`config.mk`:
```
export PLATFORM = sky130hd
export DESIGN_NAME = cbsc_core_buffer_staging
export DESIGN_NICKNAME = d
export VERILOG_FILES = /design/src/cbsc_pkg.sv /design/src/cbsc_stream_if.sv /design/src/cbsc_fifo.sv /design/src/cbsc_core_buffer_staging.sv
export SDC_FILE = /design/constraint.sdc
export NUM_CORES = 2
export LEC_CHECK = 0
export BUFFER_PORTS_ARGS = -buffer_cell sky130_fd_sc_hd__buf_2
export CORE_MARGIN = 5
export CORE_UTILIZATION = 55
export DETAILED_ROUTE_END_ITERATION = 10
export HOLD_SLACK_MARGIN = 0.08
export PLACE_DENSITY = 0.77
export SKIP_LAST_GASP = 1
export SLEW_MARGIN = 10
export SYNTH_ARGS = -nofsm -noshare
export SYNTH_HDL_FRONTEND = slang
export SYNTH_SLANG_ARGS = --single-unit
export TNS_END_PERCENT = 30
```
`constraint.sdc`:
```
create_clock -name clk_sys -period 2.3 [get_ports clk_sys]
set_input_delay 0.23 -clock clk_sys [delete_from_list [all_inputs] [get_ports clk_sys]]
set_output_delay 0.23 -clock clk_sys [all_outputs]
set_load 0.01 [all_outputs]
```
`src/cbsc_pkg.sv`:
```
// constants shared by the core buffer staging control block and its fifo
package cbsc_pkg;

    // --------------------
    // geometry
    // --------------------
    localparam int HALF_WORD_BITS = 42; // bits moved in one parallel half-word
    localparam int STAGE_DEPTH = 8;     // words per staging register
    localparam int FIFO_DEPTH = 4;      // tape word buffer entries

    // --------------------
    // pulse timing, in nanoseconds as printed, and derived cycle counts
    // --------------------
    localparam int CLK_PERIOD_NS = 100;  // clk_sys at 10 MHz
    localparam int SHORT_PULSE_NS = 200; // zero readout pulse
    localparam int LONG_PULSE_NS = 1000; // one readout pulse
    localparam int TAPE_PULSE_NS = 2000; // tape buffer readout pulse

    // durations are emitted, so round down, never below one cycle
    localparam int SHORT_CYC_I = (SHORT_PULSE_NS / CLK_PERIOD_NS < 1) ? 1 :
        SHORT_PULSE_NS / CLK_PERIOD_NS;
    localparam int LONG_CYC_I = (LONG_PULSE_NS / CLK_PERIOD_NS < 1) ? 1 :
        LONG_PULSE_NS / CLK_PERIOD_NS;
    localparam int TAPE_CYC_I = (TAPE_PULSE_NS / CLK_PERIOD_NS < 1) ? 1 :
        TAPE_PULSE_NS / CLK_PERIOD_NS;

    // width of every pulse timer and duration counter
    localparam int CNT_W = 5;

    localparam logic [CNT_W-1:0] SHORT_CYC = CNT_W'(SHORT_CYC_I);
    localparam logic [CNT_W-1:0] LONG_CYC = CNT_W'(LONG_CYC_I);
    localparam logic [CNT_W-1:0] TAPE_CYC = CNT_W'(TAPE_CYC_I);
    // an incoming pulse held longer than a short one counts as a one
    localparam logic [CNT_W-1:0] SET_MIN_CYC = CNT_W'(SHORT_CYC_I + 1);
    // timer values above these still belong to the short part of a pulse
    localparam logic [CNT_W-1:0] LONG_SHORT_EDGE = CNT_W'(LONG_CYC_I - SHORT_CYC_I);
    localparam logic [CNT_W-1:0] TAPE_SHORT_EDGE = CNT_W'(TAPE_CYC_I - SHORT_CYC_I);
    localparam logic [CNT_W-1:0] CNT_ZERO = 5'h00;
    localparam logic [CNT_W-1:0] CNT_ONE = 5'h01;

endpackage

```
`src/cbsc_stream_if.sv`:
```
// valid/ready word stream between the staging block and its fifo
`timescale 1ns/1ps
`default_nettype none

interface cbsc_stream_if #(
    parameter int WIDTH = 8
);
    logic valid;             // word offered
    logic ready;             // word can be taken
    logic [WIDTH-1:0] data;  // the word

    // producer side
    modport src(output valid, output data, input ready);
    // consumer side
    modport snk(input valid, input data, output ready);
endinterface

`default_nettype wire

```
`src/cbsc_fifo.sv`:
```
// small synchronous fifo with valid/ready on both sides
`timescale 1ns/1ps
`default_nettype none

module cbsc_fifo #(
    parameter int WIDTH = 8,
    parameter int DEPTH = 4
) (
    // clock and reset
    input wire logic clk_sys,
    input wire logic rst,
    // fill and drain sides
    cbsc_stream_if.snk in_s,
    cbsc_stream_if.src out_s
);
    import cbsc_pkg::*;

    localparam int PTR_W = (DEPTH > 1) ? $clog2(DEPTH) : 1;
    localparam logic [PTR_W-1:0] PTR_LAST = PTR_W'(DEPTH - 1);
    localparam logic [PTR_W:0] CNT_FULL = (PTR_W + 1)'(DEPTH);

    // --------------------
    // state
    // --------------------
    typedef struct packed {
        logic [DEPTH-1:0][WIDTH-1:0] mem; // entries
        logic [PTR_W-1:0] wr;             // next slot to fill
        logic [PTR_W-1:0] rd;             // oldest entry
        logic [PTR_W:0] cnt;              // entries held
        logic [WIDTH-1:0] head;           // copy of the oldest entry
        logic vld;                        // entries present
    } cbsc_fifo_s;

    cbsc_fifo_s st_reg;
    cbsc_fifo_s st_next;
    logic push;
    logic pop;

    // honest flags straight from the entry count
    assign in_s.ready = (st_reg.cnt != CNT_FULL);
    assign out_s.valid = st_reg.vld;
    assign out_s.data = st_reg.head;
    assign push = in_s.valid && in_s.ready;
    assign pop = out_s.valid && out_s.ready;

    // next state: write, read, and count both in one cycle
    always_comb begin
        st_next = st_reg;
        if (push) begin
            st_next.mem[st_reg.wr] = in_s.data;
            st_next.wr = (st_reg.wr == PTR_LAST) ? '0 : st_reg.wr + 1'b1;
        end
        if (pop) begin
            st_next.rd = (st_reg.rd == PTR_LAST) ? '0 : st_reg.rd + 1'b1;
        end
        // simultaneous push and pop leave the count alone
        if (push && !pop) begin
            st_next.cnt = st_reg.cnt + 1'b1;
        end else if (pop && !push) begin
            st_next.cnt = st_reg.cnt - 1'b1;
        end
        // drain side comes straight from flops, no mux after them
        st_next.vld = (st_next.cnt != '0);
        st_next.head = st_next.mem[st_next.rd];
    end

    // state register
    always_ff @(posedge clk_sys) begin
        if (rst) begin
            st_reg <= '0;
        end else begin
            st_reg <= st_next;
        end
    end

endmodule // cbsc_fifo

`default_nettype wire

```
`src/cbsc_core_buffer_staging.sv`:
```
// bit-slice staging control for the input and output staging registers
// What this block does
// - long distributor pulse sets input buffer core
// - buffer one with restore gate drives inhibit
// - buffer zero gives no inhibit, memory one
// - input inhibit held until terminate pulse
// - preset input buffer, sense strobe clears it
// - input buffer read sends long pulse, restores
// - long memory-side pulse sets output buffer core
// - output buffer one with restore gate inhibits
// - terminate pulse ends held output inhibit
// - preset output buffer, sense strobe clears it
// - output read copies ones into tape buffer
// - output read with restore rewrites output register
// - tape readout answers long one, short zero
// - tape buffer sets write flip-flops per bit
// - parallel half-word, one buffer bit per position
`timescale 1ns/1ps
`default_nettype none

module cbsc_core_buffer_staging #(
    parameter int W = cbsc_pkg::HALF_WORD_BITS,   // bits per half-word
    parameter int DEPTH = cbsc_pkg::STAGE_DEPTH,  // words per staging register
    parameter int QDEPTH = cbsc_pkg::FIFO_DEPTH,  // tape word fifo entries
    parameter int AW = (DEPTH > 1) ? $clog2(DEPTH) : 1
) (
    // clock and reset
    input wire logic clk_sys,
    input wire logic rst,
    // incoming bit pulses, one line per bit position
    input wire logic [W-1:0] dist_line,
    input wire logic [W-1:0] mside_in_line,
    // presets and sense strobes from central sequencing
    input wire logic buffer_preset_in,
    input wire logic buffer_preset_out,
    input wire logic input_sense_strobe,
    input wire logic output_sense_strobe,
    input wire logic [AW-1:0] stage_addr,
    // buffer reads and their companion gates
    input wire logic input_buffer_read,
    input wire logic input_restore_gate,
    input wire logic output_buffer_read,
    input wire logic output_restore_gate,
    input wire logic output_to_tape_transfer,
    // staging register write half and inhibit end
    input wire logic input_write_pulse,
    input wire logic output_write_pulse,
    input wire logic inhibit_terminate_pulse,
    // tape side request
    input wire logic tape_readout_pulse,
    // pulse outputs toward the memory-side buffer and tape
    output logic [W-1:0] mside_out_line,
    output logic [W-1:0] tape_line,
    // held levels
    output logic [W-1:0] tape_write_ff,
    output logic [W-1:0] input_inhibit,
    output logic [W-1:0] output_inhibit,
    output logic tape_busy,
    // buffered tape words
    output logic tape_word_valid,
    output logic [W-1:0] tape_word_data,
    input wire logic tape_word_ready
);
    import cbsc_pkg::*;

    // --------------------
    // state of the whole block
    // --------------------
    // the staging registers hold memory polarity: a core at one is a
    // machine zero, which keeps sense and inhibit logic as plain as the
    // hardware it stands for
    typedef struct packed {
        logic [W-1:0] in_buf;                 // input buffer cores
        logic [W-1:0] out_buf;                // output buffer cores
        logic [W-1:0] tape_buf;               // tape buffer cores
        logic [W-1:0] in_inh;                 // input inhibit stretchers
        logic [W-1:0] out_inh;                // output inhibit stretchers
        logic [W-1:0] wr_ff;                  // tape write flip-flops
        logic [DEPTH-1:0][W-1:0] in_reg;      // input staging register
        logic [DEPTH-1:0][W-1:0] out_reg;     // output staging register
        logic [W-1:0][CNT_W-1:0] dist_cnt;    // distributor pulse lengths
        logic [W-1:0][CNT_W-1:0] mside_cnt;   // memory-side pulse lengths
        logic [CNT_W-1:0] ms_cnt;             // memory-side pulse timer
        logic [CNT_W-1:0] tp_cnt;             // tape pulse timer
        logic [W-1:0] ms_bits;                // bits being sent to memory side
        logic [W-1:0] tp_bits;                // bits being sent to tape
        logic [W-1:0] ms_line;                // memory-side pulse levels
        logic [W-1:0] tp_line;                // tape pulse levels
        logic tro_prev;                       // tape readout seen last cycle
        logic push_v;                         // tape word waiting for fifo
    } cbsc_state_s;

    cbsc_state_s st_reg;   // registered state
    cbsc_state_s st_next;  // next state

    // fifo links
    cbsc_stream_if #(.WIDTH(W)) push_if();
    cbsc_stream_if #(.WIDTH(W)) pop_if();

    // --------------------
    // next state
    // --------------------
    // steps are applied in the order sequencing issues them within one
    // bit time: capture, preset, sense, read, write, terminate; when two
    // land in the same cycle the later step sees the earlier one's result
    always_comb begin
        st_next = st_reg;

        // -- running pulse timers count down to idle
        if (st_reg.ms_cnt != CNT_ZERO) begin
            st_next.ms_cnt = st_reg.ms_cnt - CNT_ONE;
        end
        if (st_reg.tp_cnt != CNT_ZERO) begin
            st_next.tp_cnt = st_reg.tp_cnt - CNT_ONE;
        end

        // -- incoming pulse length decides the bit value
        // a short pulse never reaches the count and leaves the core as is
        for (int i = 0; i < W; i++) begin
            if (dist_line[i]) begin
                if (st_reg.dist_cnt[i] != SET_MIN_CYC) begin
                    st_next.dist_cnt[i] = st_reg.dist_cnt[i] + CNT_ONE;
                end
            end else begin
                st_next.dist_cnt[i] = CNT_ZERO;
            end
            if (st_next.dist_cnt[i] == SET_MIN_CYC) begin
                st_next.in_buf[i] = 1'b1;
            end
            if (mside_in_line[i]) begin
                if (st_reg.mside_cnt[i] != SET_MIN_CYC) begin
                    st_next.mside_cnt[i] = st_reg.mside_cnt[i] + CNT_ONE;
                end
            end else begin
                st_next.mside_cnt[i] = CNT_ZERO;
            end
            if (st_next.mside_cnt[i] == SET_MIN_CYC) begin
                st_next.out_buf[i] = 1'b1;
            end
        end

        // -- buffer_preset_pulse ahead of a register sense
        if (buffer_preset_in) begin
            st_next.in_buf = '1;
        end
        if (buffer_preset_out) begin
            st_next.out_buf = '1;
        end

        // -- sense: a memory one clears the buffer bit, giving machine
        // polarity; the core read itself leaves the word cleared
        if (input_sense_strobe) begin
            st_next.in_buf = st_next.in_buf & ~st_reg.in_reg[stage_addr];
            st_next.in_reg[stage_addr] = '0;
        end
        if (output_sense_strobe) begin
            st_next.out_buf = st_next.out_buf & ~st_reg.out_reg[stage_addr];
            st_next.out_reg[stage_addr] = '0;
        end

        // -- input buffer read, toward the memory-side buffer
        if (input_buffer_read) begin
            st_next.ms_bits = st_next.in_buf;
            st_next.ms_cnt = LONG_CYC;
            if (input_restore_gate) begin
                // only a one gets through to the stretcher
                st_next.in_inh = st_reg.in_inh | st_next.in_buf;
            end
            st_next.in_buf = '0;
        end

        // -- output buffer read, toward tape and back into the register
        if (output_buffer_read) begin
            if (output_to_tape_transfer) begin
                st_next.tape_buf = st_reg.tape_buf | st_next.out_buf;
            end
            if (output_restore_gate) begin
                st_next.out_inh = st_reg.out_inh | st_next.out_buf;
            end
            st_next.out_buf = '0;
        end

        // -- write half: memory one everywhere not inhibited
        if (input_write_pulse) begin
            st_next.in_reg[stage_addr] = ~st_next.in_inh;
        end
        if (output_write_pulse) begin
            st_next.out_reg[stage_addr] = ~st_next.out_inh;
        end

        // -- inhibit held until discharged; termination wins over a
        // stretcher input landing in the same cycle, as the capacitor
        // discharge would
        if (inhibit_terminate_pulse) begin
            st_next.in_inh = '0;
            st_next.out_inh = '0;
        end

        // -- tape side handshake to the fifo finishes
        if (st_reg.push_v && push_if.ready) begin
            st_next.push_v = 1'b0;
        end

        // -- tape readout on the rising edge of the request
        // refused while the previous word still waits for the fifo, so
        // back-pressure stops the tape buffer from being emptied
        st_next.tro_prev = tape_readout_pulse;
        if (tape_readout_pulse && !st_reg.tro_prev && !st_reg.push_v) begin
            st_next.tp_bits = st_reg.tape_buf;
            st_next.tp_cnt = TAPE_CYC;
            st_next.wr_ff = st_reg.tape_buf;
            st_next.tape_buf = '0;
            st_next.push_v = 1'b1;
        end

        // -- pulse shapes: ones run the full timer, zeros only the head
        if (st_next.ms_cnt == CNT_ZERO) begin
            st_next.ms_line = '0;
        end else if (st_next.ms_cnt > LONG_SHORT_EDGE) begin
            st_next.ms_line = '1;
        end else begin
            st_next.ms_line = st_next.ms_bits;
        end
        if (st_next.tp_cnt == CNT_ZERO) begin
            st_next.tp_line = '0;
        end else if (st_next.tp_cnt > TAPE_SHORT_EDGE) begin
            st_next.tp_line = '1;
        end else begin
            st_next.tp_line = st_next.tp_bits;
        end
    end

    // --------------------
    // state register
    // --------------------
    // synchronous reset: cores, stretchers and timers all start cleared
    always_ff @(posedge clk_sys) begin
        if (rst) begin
            st_reg <= '0;
        end else begin
            st_reg <= st_next;
        end
    end

    // --------------------
    // tape word fifo
    // --------------------
    // holds each word latched into the write flip-flops until the tape
    // side takes it; with the fifo full, one more word waits in the write flip-flops and further readouts stall
    assign push_if.valid = st_reg.push_v;
    assign push_if.data = st_reg.wr_ff;
    assign pop_if.ready = tape_word_ready;

    cbsc_fifo #(
        .WIDTH(W),
        .DEPTH(QDEPTH)
    ) u_tape_fifo (
        .clk_sys(clk_sys),
        .rst(rst),
        .in_s(push_if),
        .out_s(pop_if)
    );

    // --------------------
    // outputs
    // --------------------
    // all levels and pulses come from state flip-flops
    assign mside_out_line = st_reg.ms_line;
    assign tape_line = st_reg.tp_line;
    assign tape_write_ff = st_reg.wr_ff;
    assign input_inhibit = st_reg.in_inh;
    assign output_inhibit = st_reg.out_inh;
    assign tape_busy = st_reg.push_v;
    // fifo head and valid come from the fifo's own flops
    assign tape_word_valid = pop_if.valid;
    assign tape_word_data = pop_if.data;

endmodule // cbsc_core_buffer_staging

`default_nettype wire

```
## Yosys cells after proc, flatten, opt, wreduce, memory -nomap -nowiden

Index checks and enable logic that the tools add are counted.

- Register bits: 1742
- Bits of input ports: 103
- Output and inout bits: 254
- Logic and storage cells: 721

- Add/subtract/negate cells: 90
- $lt $le $gt $ge: 7
- Eq/ne operators: 171
- Muxes and demuxes: 293
- Bitwise logic cells: 12
- Reductions and logical operators: 25

Operators with widths:

| cell | number |
|---|---|
| $mux 336 | 4 |
| $mux 5 | 172 |
| $mux 42 | 17 |
| $and 336x336->336 | 2 |
| $bwmux 336 | 2 |
| $add 5x1->5 const B | 84 |
| $eq 5x2->1 const B | 84 |
| $ne 5x2->1 const B | 84 |
| $not 336->336 | 1 |
| $bmux 42 s3 | 2 |
| $mux 170 | 1 |
| $bwmux 168 | 1 |
| $not 42->42 | 4 |
| $demux 42 s3 | 1 |
| $or 42x42->42 | 3 |
| $mux 1 | 86 |
| $and 42x42->42 | 2 |
| $bmux 42 s2 | 1 |
| $demux 42 s2 | 1 |
| $reduce_or 2->1 | 6 |
| $logic_not 5->1 | 2 |
| $reduce_bool 5->1 | 2 |
| $sub 5x1->5 const B | 2 |
| $logic_and 1x1->1 | 8 |
| 17 further kinds | 26 |

## Logic depth before layout (Yosys ltp)

- Depth in word-level cells: 14
- Mapped depth: 11

## Modules after synthesis

From an unflattened synthesis, not the netlist that was laid out.

- Cell total of the unflattened synthesis: 7373
- Area, all modules: 71761.3 um^2

By module, submodules not included:

| module | times used | cells an instance | area each (um^2) | seq. area each (um^2) |
|---|---|---|---|---|
| cbsc_core_buffer_staging | 1 | 6590 | 63449.6 | 30509.3 |
| cbsc_fifo | 1 | 783 | 8311.7 | 4364.2 |

## Worst setup path before layout

Ideal clock, no wire load.

- Path kind: reg2reg
- Start point: register st_reg[255] in the netlist's numbering
- End point: register st_reg[909] in the netlist's numbering
- Setup time: 0.127 ns
- Data arrival time: 2.119 ns
- Data required time: 2.173 ns
- Path slack: 0.054 ns
- Cell stages (with the launch flop): 8
- Path buffers: 0
- Period minus slack after synthesis: 2.246 ns
- Path through: dfxtp_1 -> ha_1 -> nor4b_1 -> and3_1 -> o221ai_1 -> a22oi_1 -> a21o_1 -> o21ai_0

- Cells in the longest elaborated chain, start to end: 14

RTL lines:

| what | RTL line | source |
|---|---|---|
| start: declaration | cbsc_core_buffer_staging.sv:93 | `cbsc_state_s st_reg;` |
| start signal: assignment | cbsc_core_buffer_staging.sv:241 | `st_reg <= st_next;` |
| $add 5x1->5 or $ne 5x2->1 (tied branches) | cbsc_core_buffer_staging.sv:132, cbsc_core_buffer_staging.sv:131 |  |
| $mux 5 (*) | cbsc_core_buffer_staging.sv:131 | `if (st_reg.mside_cnt[i] != SET_MIN_CYC) begin` |
| $mux 5 (*) | cbsc_core_buffer_staging.sv:130 | `if (mside_in_line[i]) begin` |
| $eq 5x2->1 (*) | cbsc_core_buffer_staging.sv:137 | `if (st_next.mside_cnt[i] == SET_MIN_CYC) begin` |
| $mux 1 (*) | cbsc_core_buffer_staging.sv:137 |  |
| $mux 42 (*) | cbsc_core_buffer_staging.sv:146 | `if (buffer_preset_out) begin` |
| $and 42x42->42 | cbsc_core_buffer_staging.sv:157 | `st_next.out_buf = st_next.out_buf & ~st_reg.out_reg[stage_addr];` |
| $mux 42 (*) | cbsc_core_buffer_staging.sv:156 | `if (output_sense_strobe) begin` |
| $or 42x42->42 (*) | cbsc_core_buffer_staging.sv:178 | `st_next.out_inh = st_reg.out_inh \| st_next.out_buf;` |
| $mux 42 (*) | cbsc_core_buffer_staging.sv:177 | `if (output_restore_gate) begin` |
| $mux 42 (*) | cbsc_core_buffer_staging.sv:173 | `if (output_buffer_read) begin` |
| $not 42->42 (*) | cbsc_core_buffer_staging.sv:188 | `st_next.out_reg[stage_addr] = ~st_next.out_inh;` |
| $bwmux 336 (*) | cbsc_core_buffer_staging.sv:188 |  |
| $mux 336 (*) | cbsc_core_buffer_staging.sv:187 | `if (output_write_pulse) begin` |

Every way passes the cells marked *; elsewhere a longest branch is shown, timed or not.
A chain may end at the register's enable or synchronous reset.

## Worst setup path after layout

- Start point: register st_reg[585] in the netlist's numbering
- End point: register st_reg[1101] in the netlist's numbering

- Cells in the longest elaborated chain, start to end: 14

RTL lines:

| what | RTL line | source |
|---|---|---|
| $add 5x1->5 or $ne 5x2->1 (tied branches) | cbsc_core_buffer_staging.sv:122, cbsc_core_buffer_staging.sv:121 |  |
| $mux 5 (*) | cbsc_core_buffer_staging.sv:121 | `if (st_reg.dist_cnt[i] != SET_MIN_CYC) begin` |
| $mux 5 (*) | cbsc_core_buffer_staging.sv:120 | `if (dist_line[i]) begin` |
| $eq 5x2->1 (*) | cbsc_core_buffer_staging.sv:127 | `if (st_next.dist_cnt[i] == SET_MIN_CYC) begin` |
| $mux 1 (*) | cbsc_core_buffer_staging.sv:127 |  |
| $mux 42 (*) | cbsc_core_buffer_staging.sv:143 | `if (buffer_preset_in) begin` |
| $and 42x42->42 | cbsc_core_buffer_staging.sv:153 | `st_next.in_buf = st_next.in_buf & ~st_reg.in_reg[stage_addr];` |
| $mux 42 (*) | cbsc_core_buffer_staging.sv:152 | `if (input_sense_strobe) begin` |
| $or 42x42->42 (*) | cbsc_core_buffer_staging.sv:167 | `st_next.in_inh = st_reg.in_inh \| st_next.in_buf;` |
| $mux 42 (*) | cbsc_core_buffer_staging.sv:165 | `if (input_restore_gate) begin` |
| $mux 42 (*) | cbsc_core_buffer_staging.sv:162 | `if (input_buffer_read) begin` |
| $not 42->42 (*) | cbsc_core_buffer_staging.sv:185 | `st_next.in_reg[stage_addr] = ~st_next.in_inh;` |
| $bwmux 336 (*) | cbsc_core_buffer_staging.sv:185 |  |
| $mux 336 (*) | cbsc_core_buffer_staging.sv:184 | `if (input_write_pulse) begin` |

Marks and branches as above.

==> out/results.txt <==
Commonest non-fill, non-tap cell in the layout: dfxtp_1
Placed cells: 9589
EDFF count, synth: 0
WP data arrival: 3.11 ns
Layout cells sized above 1: 18.73%
Starting DRT DRC Count: 7039
Total track usage: 30.59%
Worst slack, placed: -0.4898 ns
I/O Buffers: 356
Leakage: 33.45 nW
Synthesis Warnings: 0
Violated checks: negative setup slack
DR DRC count: 0
Max FFs per register: 1313
Unrepaired setup endpoints after global routing: yes
Final Net Count: 8316
FMAX: 413.9 MHz
Max Transition Viols Final: 0
Placer congestion estimate: 0.9288
Area grow syn2layout: 17.55%
Fin cells: 10.03k
Hold crit path type: in2reg
Final hold viol count: 0
HP Start: output_restore_gate
Wire length of the first global-routing pass: 344200 µm
Tcrit/Tclk final: 105.0%
Slowest stage delay, CP: 0.64 ns
Largest net degree at the start of global routing: 117
Antenna violations before repair: 8
TritonCTS Buffers: 175
Multi-input logic area: 34290 µm²
Crit start category: flop
Crit path required time: 2.99 ns
Post-synthesis sequential area ratio: 48.03%
Outcome: complete, but fails checks
Row count: 133
R2R Path Start: st_reg[585]$_SDFF_PP0_
CTS sink cnt: 1742
Initial Util: 55.30%
Number of global-route vias before repair: 60.03k
Slew headroom: 39.93%
Longest Clk Path Bufs: 3
WS Path Type: reg2reg
Register area: 34880 µm²
Worst skew pair latency: 0.82 ns
Final global-route overflow total: 0
Asr flop ratio synth: 0%
# setup viols final: 50
Most frequent cells in the layout: dfxtp_1 (1734), nand2_1 (887), nor2_1 (702)
Syn Nets: 7881
Reg2Reg Depth: 7
Peak VDD IR: 889.6 µV
Clock Skew: 0.03499 ns
Max FO, Critical Path: 9
H-tree Lvls: 4
Synth Instances: 7684
Cell chain of the critical path: ha_1, nor2b_1, a311oi_1, nor4_2, o32ai_1, o21ba_2, a22o_1
Synth Register Bits: 1742
Cell variety after synth: 104
Reg2Reg Setup Slack: -0.12 ns
Setup crit start: st_reg[585]$_SDFF_PP0_
Mean number of vias per cell: 6.164
Fillcell total: 9919
Die Ht: 373.3 µm
Synthesized area: 72610 µm²
Post-synth top area share: 48.03%
WHS Path Cells: 5
Mean Syn Cell Area: 9.449 µm²
Die W: 373.3 µm
Ys flop type: dfxtp_1
Max cap viols: 0
Hpwl dp: 148500 µm
Area of the die: 139400 µm²
1st-pass router iterations: 8
Overall Power: 71.69 mW
Total Wirelength: 225900 µm
Reg clk slew, reported paths: 0.06 ns
CP Capture Type: flop
Minimum clock period: 2.416 ns
Dominant cells by area after synthesis: dfxtp_1 (48%), a22o_1 (5.3%), nand2_1 (4.6%), nor2_1 (3.6%), xor2_1 (3.1%)
Core ar.: 131300 µm²
Post-route ant nets: 0
Final WS setup: -0.1161 ns
PD cells: 839.9 nW/µm²
CTS tree: built
Root buffer cell: clkbuf_16
Vias: 61.81k
Leading area contributor after synthesis: dfxtp_1
Crit path max-delay cell type: nor4_2
Least-Margin Pin Slew: 0.9001 ns
Final Core Density: 65.01%
WL per Instance: 22.53 µm
Setup TNS: -1.905 ns
I/O Pins: 357
worst max-delay path: cells and delay by family, from the launching register on:
family          cells  cell delay, ns
flops               1            0.32
compound gates      4            0.84
fa+ha+maj           1            0.32
simple gates        2            0.81
synth_stat cells (22+ instances only):
library cell  count
dfxtp_1        1742
nand2_1         887
nor2_1          706
a22o_1          443
a21oi_1         391
clkbuf_1        308
o21ai_0         305
buf_4           284
xor2_1          253
nand3_1         232
mux2i_1         202
nand2b_1        133
xnor2_1         105
ha_1             94
a22oi_1          91
a211oi_1         90
buf_2            87
nor2b_1          85
nor3_1           82
o22a_1           69
a21boi_0         67
o31ai_1          65
or2_2            62
o22ai_1          54
and2_1           53
a311oi_1         49
a221oi_1         44
inv_1            38
o221ai_1         38
mux4_2           36
o21ba_2          33
buf_6            30
mux2_2           29
a32o_1           27
nor4b_1          27
a21o_1           26
a311o_1          26
o21ai_1          26
buf_1            25
nor3b_1          25
nor4b_2          22
worst paths after layout:
check | to
worst min register to register | st_reg[698]$_SDFF_PP0_
worst max register to register | st_reg[1101]$_SDFF_PP0_
worst min-delay path | output_inhibit[39]$_SDFF_PP0_
worst max-delay path | st_reg[1101]$_SDFF_PP0_
logic make-up after synthesis:
group	share of synthesized area [%]
muxes	4.442
AOI/OAI and AO/OA	20.19
DFF	48.03
xor gates and xnor gates	4.318
adders and majority gates	1.620
and+or+nand+nor	15.40
buffers and inverters	5.992
per-layer routing:
layer	track usage [%]	wire, µm
met5	0	44
met4	18.07	14430
met3	6.675	21640
met2	49.44	103200
met1	37.69	86610
cell type report:
cell class	count	share of cell area (%)
clock buffers	260	6.002
flip-flops and latches	1742	40.87
inverters	42	0.1876
well taps	1755	2.573
repair buffers	988	9.143
clock inverters	62	1.023
diodes	8	0.02346
multi-input cells	5170	40.18
what timing repair did:
action,in CTS,in global routing
pin swaps,1,17
gates cloned,0,7
setup buffers,0,4
endpoints found under the setup margin,144,579
hold endpoints to repair,625,0
hold buffers,97,0
resized for setup,17,103
power breakdown:
group	switching, mW	internal (mW)
Combinational	5.83	3.88
Clock	12.4	17.1
Sequential	0.888	31.6
Total	19.1	52.6
stage by stage:
stage,area [µm²],hold slack [ns]
CTS,84700,0.09117
global placement,77660,0.4296
detailed placement,77660,0.4382
finish,85350,0.1716
floorplan,72610,0.3582
global route,85340,0.1575
Note: power is estimated with default switching activity, not from simulation.
